## src/rtl/lgpc_pkg.sv

```systemverilog
// Purpose: constants for the global line and pulse-shape config bank
// Assumes: apb with 32-bit data, one aligned word per register
// Notes:   printed offsets are indexes; byte address is four times index
package lgpc_pkg;
  localparam int unsigned NUM_CH      = 8;
  localparam int unsigned CH_W        = 3;
  localparam int unsigned ADDR_W      = 8;
  localparam int unsigned DATA_W      = 32;
  localparam int unsigned REG_W       = 8;

  // register indexes
  localparam logic [ADDR_W-1:0] IDX_GLOBAL  = 8'h0f;
  localparam logic [ADDR_W-1:0] IDX_CHSEL   = 8'h10;
  localparam logic [ADDR_W-1:0] IDX_SHAPE   = 8'h11;
  localparam logic [ADDR_W-1:0] IDX_WAVEADR = 8'h17;

  localparam logic [REG_W-1:0]  RST_GLOBAL  = 8'h00;
  localparam logic [REG_W-1:0]  RST_CHSEL   = 8'h00;
  localparam logic [REG_W-1:0]  RST_SHAPE   = 8'h00;
  localparam logic [REG_W-1:0]  RST_WAVEADR = 8'h00;

  // global fields
  localparam int unsigned G_AUTOINC = 7;
  localparam int unsigned G_AISEN   = 6;
  localparam int unsigned G_RSVD    = 5;
  localparam int unsigned G_CODE    = 4;
  localparam int unsigned G_FIFO    = 3;
  localparam int unsigned G_CORNER  = 2;
  localparam int unsigned G_POS_HI  = 1;
  localparam int unsigned G_POS_LO  = 0;
  localparam logic [1:0]  POS_TX    = 2'h1;
  localparam logic [1:0]  POS_RX    = 2'h3;

  // shape data fields
  localparam int unsigned S_IMP     = 4;
  localparam int unsigned S_CODE_HI = 3;
  localparam int unsigned S_CODE_W  = 4;
  localparam logic [REG_W-1:0] SHAPE_MASK = 8'h1f;
  localparam logic [REG_W-1:0] CHSEL_MASK = 8'h07;

  // waveform address fields
  localparam int unsigned WA_CH_LO  = 5;
  localparam int unsigned WA_PA_W   = 5;

  // shape codes and samples per unit interval
  localparam logic [3:0] SHP_E1_120   = 4'h0;
  localparam logic [3:0] SHP_DS1_US   = 4'h1;
  localparam logic [3:0] SHP_DS1_0DB  = 4'h2;
  localparam logic [3:0] SHP_LEN_LO   = 4'h3;
  localparam logic [3:0] SHP_LEN_HI   = 4'h7;
  localparam logic [3:0] SHP_E1_75    = 4'h8;
  localparam logic [4:0] SPU_E1       = 5'h0c;
  localparam logic [4:0] SPU_DS1      = 5'h0e;
  localparam logic [4:0] SPU_LEN      = 5'h0d;
  localparam logic [4:0] SPU_NONE     = 5'h00;

  localparam logic [6:0] DEPTH_SHORT  = 7'h20;
  localparam logic [6:0] DEPTH_LONG   = 7'h40;

  typedef enum logic [1:0] {
    LGPC_IDLE   = 2'b00,
    LGPC_ACCESS = 2'b01
  } lgpc_state_t;
endpackage

```

## src/rtl/lgpc_shape_bank.sv

```systemverilog
// Purpose: eight per-channel impedance and shape-code copies
// Assumes: one write strobe per cycle, channel index from select register
// Notes:   all channels readable at once for the line side
module lgpc_shape_bank
  import lgpc_pkg::*;
(
  input  wire logic                      clk_sys,
  input  wire logic                      nrst,
  input  wire logic                      wr_en,
  input  wire logic [CH_W-1:0]           wr_ch,
  input  wire logic [REG_W-1:0]          wr_data,
  input  wire logic [CH_W-1:0]           rd_ch,
  output      logic [REG_W-1:0]          rd_data,
  output      logic [NUM_CH*REG_W-1:0]   all_data
);
  logic [REG_W-1:0] cfg_q [NUM_CH];

  genvar g;
  generate
    for (g = 0; g < NUM_CH; g++) begin : g_ch
      always_ff @(posedge clk_sys or negedge nrst) begin
        if (!nrst) begin
          cfg_q[g] <= RST_SHAPE;
        end else if (wr_en && (wr_ch == CH_W'(g))) begin
          cfg_q[g] <= wr_data & SHAPE_MASK;
        end
      end
      assign all_data[g*REG_W +: REG_W] = cfg_q[g];
    end
  endgenerate

  assign rd_data = cfg_q[rd_ch];
endmodule

```

## src/rtl/lgpc_regs.sv

```systemverilog
// Purpose: global line config and indirect pulse-shape config over apb
// Assumes: los_ch and phase_access come from logic on clk_sys
// Notes:   zero-wait apb slave; unmapped reads return zero with pslverr
//
// Operation
// - global register clears on any reset
// - autoincrement advances phase address after access
// - alarm insertion on loss when enabled
// - bit 4 selects ami or b8zs/hdb3
// - bit 3 selects 32 or 64 depth
// - bit 2 selects jitter corner
// - position field: off, transmit, receive
// - channel select names target channel
// - data register reaches selected channel only
// - bit 4 selects internal impedance matching
// - codes 0000 and 1000 are e1, 12 samples
// - codes 0001, 0010 are ds1, 14 samples
// - codes 0011 to 0111 cable lengths, 13 samples
// - waveform address: channel high, sample low
//
// Implementation choice: the APB register port.
module lgpc_regs
  import lgpc_pkg::*;
(
  input  wire logic                      clk_sys,
  input  wire logic                      nrst,
  input  wire logic                      psel,
  input  wire logic                      penable,
  input  wire logic                      pwrite,
  input  wire logic [ADDR_W+1:0]         paddr,
  input  wire logic [DATA_W-1:0]         pwdata,
  input  wire logic [3:0]                pstrb,
  output      logic [DATA_W-1:0]         prdata,
  output      logic                      pready,
  output      logic                      pslverr,
  input  wire logic [NUM_CH-1:0]         los_ch,
  input  wire logic                      phase_access,
  output      logic [NUM_CH-1:0]         rx_alarm_insert,
  output      logic                      line_code_select,
  output      logic [6:0]                jitter_fifo_depth,
  output      logic                      jitter_corner_select,
  output      logic                      jitter_en_tx,
  output      logic                      jitter_en_rx,
  output      logic [2:0]                waveform_target_channel,
  output      logic [4:0]                phase_sample_address,
  output      logic [NUM_CH-1:0]         impedance_internal_select,
  output      logic [NUM_CH*4-1:0]       pulse_shape_code,
  output      logic [NUM_CH*5-1:0]       samples_per_ui
);
  logic [REG_W-1:0]        global_line_config_q;
  logic [REG_W-1:0]        shape_channel_select_q;
  logic [REG_W-1:0]        wave_addr_q;
  logic [REG_W-1:0]        wave_addr_d;
  logic [DATA_W-1:0]       prdata_q;
  logic                    pslverr_q;
  lgpc_state_t             state_q;
  lgpc_state_t             state_d;
  logic [REG_W-1:0]        shape_rd;
  logic [NUM_CH*REG_W-1:0] shape_all;

  function automatic logic [4:0] spu_of(input logic [3:0] code);
    logic [4:0] r;
    r = SPU_NONE;
    if (code == SHP_E1_120 || code == SHP_E1_75) begin
      r = SPU_E1;
    end else if (code == SHP_DS1_US || code == SHP_DS1_0DB) begin
      r = SPU_DS1;
    end else if (code >= SHP_LEN_LO && code <= SHP_LEN_HI) begin
      r = SPU_LEN;
    end
    return r;
  endfunction

  // aligned word match against one register index
  function automatic logic hit_of(input logic [ADDR_W+1:0] a,
                                  input logic [ADDR_W-1:0] index);
    logic r;
    r = 1'b0;
    if (a[1:0] == 2'h0) begin
      r = (a[ADDR_W+1:2] == index);
    end
    return r;
  endfunction

  wire              hit_g    = hit_of(paddr, IDX_GLOBAL);
  wire              hit_c    = hit_of(paddr, IDX_CHSEL);
  wire              hit_s    = hit_of(paddr, IDX_SHAPE);
  wire              hit_w    = hit_of(paddr, IDX_WAVEADR);
  wire              mapped   = hit_g | hit_c | hit_s | hit_w;
  wire              setup    = psel && !penable;
  wire              acc      = psel && penable && (state_q == LGPC_ACCESS);
  wire              wr_lane0 = acc && pwrite && pstrb[0];
  wire              wr_g     = wr_lane0 && hit_g;
  wire              wr_c     = wr_lane0 && hit_c;
  wire              wr_s     = wr_lane0 && hit_s;
  wire              wr_w     = wr_lane0 && hit_w;
  wire [CH_W-1:0]   sel_ch   = shape_channel_select_q[CH_W-1:0];

  // global register fields shared by all channels
  wire              autoinc  = global_line_config_q[G_AUTOINC];
  wire              alarm_en = global_line_config_q[G_AISEN];
  wire              code_ami = global_line_config_q[G_CODE];
  wire              fifo_64  = global_line_config_q[G_FIFO];
  wire              corner   = global_line_config_q[G_CORNER];
  wire [1:0]        jpos     = global_line_config_q[G_POS_HI:G_POS_LO];

  // waveform address split: target channel high, sample address low
  wire [CH_W-1:0]    wa_chan = wave_addr_q[REG_W-1:WA_CH_LO];
  wire [WA_PA_W-1:0] wa_samp = wave_addr_q[WA_PA_W-1:0];
  wire [WA_PA_W-1:0] wa_next = wa_samp + WA_PA_W'(1);
  wire               wa_step = autoinc && phase_access;

  // read words, zero when not addressed
  wire [REG_W-1:0]  rd_glob  = hit_g ? global_line_config_q : '0;
  wire [REG_W-1:0]  rd_chs   = hit_c ? shape_channel_select_q : '0;
  wire [REG_W-1:0]  rd_shp   = hit_s ? shape_rd : '0;
  wire [REG_W-1:0]  rd_wav   = hit_w ? wave_addr_q : '0;
  wire [REG_W-1:0]  rd_mux   = rd_glob | rd_chs | rd_shp | rd_wav;

  lgpc_shape_bank u_bank (
    .clk_sys  (clk_sys),
    .nrst     (nrst),
    .wr_en    (wr_s),
    .wr_ch    (sel_ch),
    .wr_data  (pwdata[REG_W-1:0]),
    .rd_ch    (sel_ch),
    .rd_data  (shape_rd),
    .all_data (shape_all)
  );

  always_comb begin
    state_d = state_q;
    case (state_q)
      LGPC_IDLE: begin
        if (setup) begin
          state_d = LGPC_ACCESS;
        end
      end
      LGPC_ACCESS: begin
        if (!psel || penable) begin
          state_d = LGPC_IDLE;
        end
      end
      default: begin
        state_d = LGPC_IDLE;
      end
    endcase
  end

  // a write loads both fields; on a step the channel bits are held and the sample address advances
  always_comb begin
    wave_addr_d = wave_addr_q;
    if (wr_w) begin
      wave_addr_d = pwdata[REG_W-1:0];
    end else if (wa_step) begin
      wave_addr_d = {wa_chan, wa_next};
    end
  end

  always_ff @(posedge clk_sys or negedge nrst) begin
    if (!nrst) begin
      state_q <= LGPC_IDLE;
    end else begin
      state_q <= state_d;
    end
  end

  always_ff @(posedge clk_sys or negedge nrst) begin
    if (!nrst) begin
      global_line_config_q <= RST_GLOBAL;
    end else if (wr_g) begin
      global_line_config_q <= pwdata[REG_W-1:0];
    end
  end

  always_ff @(posedge clk_sys or negedge nrst) begin
    if (!nrst) begin
      shape_channel_select_q <= RST_CHSEL;
    end else if (wr_c) begin
      shape_channel_select_q <= pwdata[REG_W-1:0] & CHSEL_MASK;
    end
  end

  always_ff @(posedge clk_sys or negedge nrst) begin
    if (!nrst) begin
      wave_addr_q <= RST_WAVEADR;
    end else begin
      wave_addr_q <= wave_addr_d;
    end
  end

  always_ff @(posedge clk_sys or negedge nrst) begin
    if (!nrst) begin
      prdata_q <= '0;
      pslverr_q <= 1'b0;
    end else if (setup) begin
      prdata_q <= pwrite ? '0 : {{(DATA_W-REG_W){1'b0}}, rd_mux};
      pslverr_q <= !mapped;
    end
  end

  assign pready  = 1'b1;
  assign prdata  = prdata_q;
  assign pslverr = pslverr_q && psel && penable;

  assign line_code_select = code_ami;
  assign jitter_fifo_depth = fifo_64 ? DEPTH_LONG : DEPTH_SHORT;
  assign jitter_corner_select = corner;
  assign jitter_en_tx = (jpos == POS_TX);
  assign jitter_en_rx = (jpos == POS_RX);

  assign waveform_target_channel = wa_chan;
  assign phase_sample_address    = wa_samp;

  genvar c;
  generate
    for (c = 0; c < NUM_CH; c++) begin : g_out
      wire [REG_W-1:0]    ch_cfg  = shape_all[c*REG_W +: REG_W];
      wire [S_CODE_W-1:0] ch_code = ch_cfg[S_CODE_HI:0];
      assign rx_alarm_insert[c] = los_ch[c] & alarm_en;
      assign impedance_internal_select[c] = ch_cfg[S_IMP];
      assign pulse_shape_code[c*S_CODE_W +: S_CODE_W] = ch_code;
      assign samples_per_ui[c*5 +: 5] = spu_of(ch_code);
    end
  endgenerate
endmodule

```

## config.mk

```make
export PLATFORM = sky130hd
export DESIGN_NAME = lgpc_regs
export DESIGN_NICKNAME = d
export VERILOG_FILES = /design/src/rtl/lgpc_pkg.sv /design/src/rtl/lgpc_shape_bank.sv /design/src/rtl/lgpc_regs.sv
export SDC_FILE = /design/constraint.sdc
export NUM_CORES = 1
export LEC_CHECK = 0
export BUFFER_PORTS_ARGS = -buffer_cell sky130_fd_sc_hd__buf_2
export CAP_MARGIN = 20
export CORE_ASPECT_RATIO = 1.4
export CORE_MARGIN = 1
export CORE_UTILIZATION = 50
export CTS_CLUSTER_DIAMETER = 150
export DETAILED_ROUTE_END_ITERATION = 8
export PLACE_DENSITY = 0.86
export SLEW_MARGIN = 10
export SYNTH_ARGS = -nofsm -noshare
export SYNTH_HDL_FRONTEND = slang
export SYNTH_SLANG_ARGS = --single-unit
```

## constraint.sdc

```tcl
create_clock -name clk_sys -period 3.1 [get_ports clk_sys]
set_input_delay 0.62 -clock clk_sys [delete_from_list [all_inputs] [get_ports clk_sys]]
set_output_delay 0.62 -clock clk_sys [all_outputs]
set_load 0.01 [all_outputs]
```

Yosys cells after proc, flatten, opt, wreduce, memory -nomap -nowiden
Index checks and enable logic that the tools add are counted.
- bits in registers: 94
- bits of input ports: 60
- output and inout port bits: 141
- word-level logic and storage cells: 191
- add/subtract/negate cells: 1
- magnitude comparators: 17
- eq/ne operators: 40
- multiplexer cells: 42
- bitwise operators: 15
- reduce and logical (&&, ||, !) cells: 61
- operator list (operator ; number):
    4-bit 2-to-1 mux ; 24
    8-bit 2-to-1 mux ; 7
    4-bit by 1-bit equality test with 1-bit output, second input constant ; 8
    4-bit by 2-bit equality test with 1-bit output, second input constant ; 8
    4-bit equality test, second input constant ; 8
    4-bit by 2-bit greater-or-equal comparator with 1-bit output, second input constant ; 8
    4-bit by 3-bit <= comparator with 1-bit output, second input constant ; 8
    4-bit logical NOT ; 8
    1-bit logical AND ; 28
    8-bit binary-select mux with 3-bit select ; 1
    8-bit by 5-bit equality test with 1-bit output, second input constant ; 3
    1-bit logical OR ; 17
    8-bit OR ; 2
    3-bit equality test, second input constant ; 4
    1-bit bitwise AND ; 8
    8-bit by 4-bit equality test with 1-bit output, second input constant ; 1
    8-bit by 3-bit OR with 8-bit output ; 1
    7-bit 2-to-1 mux ; 1
    3-bit by 2-bit equality test with 1-bit output, second input constant ; 2
    5-bit by 1-bit adder with 5-bit output, second input constant ; 1
    5-bit 2-to-1 mux ; 1
    2-bit by 1-bit equality test with 1-bit output, second input constant ; 2
    4-bit greater-or-equal comparator, second input constant ; 1
    2-bit logical NOT ; 2
    other kinds (14) ; 22

Longest topological paths before layout
- word-level depth: 8
- mapped depth: 6
- mapped depth without buffers: 4

Hierarchy
A second synthesis with hierarchy kept.
- cell total of the unflattened synthesis: 353
- area total of the unflattened synthesis: 4232.8 sq um
- by module, submodules not included (module ; instances ; cells an instance ; area an instance (sq um) ; seq. area each (sq um)):
    lgpc_regs ; 1 ; 219 ; 2142.1 ; 725.7
    lgpc_shape_bank ; 1 ; 134 ; 2090.8 ; 1001.0

Worst setup path before layout
OpenSTA, ideal clock, no wires.
- path type: input to register
- from: input paddr[4]
- to: register u_bank.cfg_q (netlist bit u_bank.all_data[0])
- setup time: 0.125 ns
- data arrival time: 2.123 ns
- data required time: 2.975 ns
- setup slack: 0.852 ns
- stages: 5
- path buffers: 1
- path through: or4_4 -> nor2_2 -> or4b_1 -> buf_6 -> mux2_4
- word-level cells in the longest chain between the ends: 4
- ends and longest elaborated chain (item ; line ; RTL):
    start, declared ; lgpc_regs.sv:30 ; input wire logic [ADDR_W+1:0] paddr,
    8-bit by 5-bit equality test with 1-bit output ; lgpc_regs.sv:80 ; r = (a[ADDR_W+1:2] == index);
    1-bit 2-to-1 mux ; lgpc_regs.sv:79 ; if (a[1:0] == 2'h0) begin
    1-bit logical AND ; lgpc_regs.sv:95 ; wire wr_s = wr_lane0 && hit_s;
    1-bit logical AND ; lgpc_shape_bank.sv:24 ; end else if (wr_en && (wr_ch == CH_W'(g))) begin
    end signal, assigned by index ; lgpc_shape_bank.sv:25 ; cfg_q[g] <= wr_data & SHAPE_MASK;
    end, declared ; lgpc_shape_bank.sv:16 ; logic [REG_W-1:0] cfg_q [NUM_CH];
Every way passes these cells.
A chain may end at the register's enable or synchronous reset.

Worst setup path in the final report
- from: input paddr[4]
- to: register u_bank.cfg_q (netlist bit u_bank.all_data[9])
Same word-level chain as after synthesis.

==> reports/metrics.cfg <==
[run_status]
status = finished, final reports clean

[die]
start_util_pct = 52.1
die_x_um = 78.2
num_rows = 38
die_area_um2 = 8490
die_height_um = 109
core_um2 = 7800
ios = 201

[clocking]
cts_sinks = 69
insertion_delay_ns = 0.36
cts_max_path_buffers = 2
cts_hold_buf = 0
htree_levels = 3
cts-root-buf = clkbuf_8
clk_pin_slew_worst_paths_ns = 0.08
ctsResizeCount = 0
post_cts_buffers = 0
numCtsBuffers = 9
cts_tree = built

[critical_path]
rr_startpoint = shape_channel_select_q[0]
worst_ep_required_time_ns = 3.33
cp-end-kind = flip-flop
crit_fanout = 5
critPathLaunchType = input pin
arrival_ns = 2.56
crit_type = input pin to flip-flop
startpoint = paddr[4]

[sta]
rsz0062_at_grt = no
drv_slew = 0
fin_crit_sh_pct = 74.9
setup_viol = 0
finClkSkew_ns = 0.0171
fin_crit_ns = 2.32
setup_tns_ns = 0
maxSlewHeadroom_pct = 44.9
clock.fmax_ghz = 0.430
fin_worst_hold_slack_ns = 0.341
tightestPinTransition_ns = 0.826
finalHoldViolCount = 0

[power]
power.leakage_uw = 0.00265
ir_drop_mv = 0.187
p_per_area_nw_per_um2 = 382

[synth]
ys_ff_latch = 69
yosysSeqAreaShare_pct = 42.5
syn_area_um2 = 4060
avgSynthCellArea_um2 = 11.6
synthCells = 350
synthFlopType = dfrtp_1
synth_edf_count = 0
synth-async-reset-ratio_pct = 100
synth_cell_types = 50
yosys_warnings = 0

[grt]
grt_overflow = 0
antenna_found_initial = 0
grt_max_degree = 37
grt_use_total_pct = 24.5
grt_pass1_wl_mm = 15.5
grt_pass1_vias = 3083

[detailed_routing]
first_iter_violations = 105
wl_per_cell_um = 17.5
num_vias = 3202
ant_nets = 0
drtPass1Iterations = 4
drc = 0
via_per_inst = 5.54
totalWireLength_mm = 10.1

[finish]
final_cells = 578
final_net_count = 534
antennaDiodeCount = 0
drive_above_1_share_pct = 50.0
area_growth_pct = 18.9

[placed_design]
dp_cells = 562
finalWeightedCongestion = 0.856
hpwl_mm = 7.58
numPortBuffers = 135

[worst_hold_path]
hold_class = input pin to async pin

[flow_run]
maxCapViolCount = 0

layer usage:
metal / wire length (um) / GRT usage (%) / vias up / share of wire, %
li1: - / - / 1431 / -
met1: 3640 / 26.9 / 1574 / 36
met2: 5530 / 44.4 / 173 / 55
met3: 611 / 3.85 / 24 / 6.0
met4: 335 / 14.2 / 0 / 3.3
met5: 0 / 0 / - / 0
cells in the mapped netlist (all sizes together), types with 2 or more instances:
library cell	number	area share (%)
dfrtp	69	43
mux2	64	19
buf	56	10
and2	15	2.3
nand2	12	1.1
nor2	11	1.1
nor3	11	1.6
xnor2	11	2.4
a21oi	9	1.1
clkbuf	9	0.83
mux4	9	5.0
o21ai	8	0.99
o31ai	8	1.5
nand3	7	0.86
a22oi	5	0.92
nor4	4	1.1
a22o	3	0.65
a31oi	3	0.46
mux2i	3	0.74
nand4	3	0.62
nor2b	3	0.46
or4	3	0.65
and3	2	0.34
and4	2	0.43
conb	2	0.18
inv	2	0.18
nand2b	2	0.31
o211ai	2	0.37
or4b	2	0.49
critical path, stage by stage:
cell     delay [ns]
buf_2          0.11
nor4_1         0.54
nand2_1        0.27
nor4_2         0.60
mux2_2         0.41
report_power, final:
group,total (uW),switching [uW],internal (uW)
sequential,903,1.56,902
combinational,100,75.6,24.5
clock,840,375,465
through the flow:
stage / total power [uW] / utilization, % / instance area [um2] / setup WS, ns
floorplan: 1000 / - / 4200 / 0.852
global placement: 1020 / 59.0 / 4600 / 0.535
detailed placement: 1020 / 59.0 / 4600 / 0.444
CTS: 1860 / 61.9 / 4830 / 0.822
global route: 1910 / 61.9 / 4830 / 0.655
finish: 1840 / 61.9 / 4830 / 0.777
area by class of cell:
cell class / count / area, um2
fill: 635 / 2970
clock buffer: 9 / 124
inverter: 2 / 7.51
clock inverter: 7 / 105
timing repair buffer: 141 / 721
tap: 100 / 125
multi-input combinational: 250 / 2020
sequential: 69 / 1730
registers in the layout, summed over array words and instances (netlist names):
register	cells
shape_channel_select_q	3
wave_addr_q	8
state_q	1
prdata	8
pslverr_q	1
u_bank.all_data	40
global_line_config_q	8
cell usage in the layout (no fill, tap or decap), types with 5 or more instances in the layout:
cell type,count
buf_2,135
dfrtp_1,69
mux2_2,54
conb_1,38
and2_1,14
nand2_1,12
xnor2_1,11
nor3_1,10
nor2_1,10
mux2_4,10
a21oi_1,9
mux4_2,9
clkbuf_8,9
o31ai_1,8
o21ai_0,8
nand3_1,7
buf_4,6
a22oi_1,5
path summary, 6_finish.rpt:
check	to	slack, ns	cells after the start
worst max-delay path	u_bank.all_data[9]	0.78	5
worst min-delay path	u_bank.all_data[57]	0.34	1
worst max register to register	u_bank.all_data[9]	0.86	3
worst min register to register	pslverr_q	0.48	2
max in group asynchronous	shape_channel_select_q[1]	1.99	2
min in group clk_sys	pslverr_q	0.48	2
cell families after synthesis:
family	Yosys count	share of synthesized area, %
xor+xnor	12	2.59
other cells	2	0.185
buf+inv	67	11.1
flops	69	42.5
simple gates	82	12.4
compound gates	41	6.59
mux	76	24.4
fa+ha+maj	1	0.308
No activity file was read; power rests on OpenSTA's default activity.
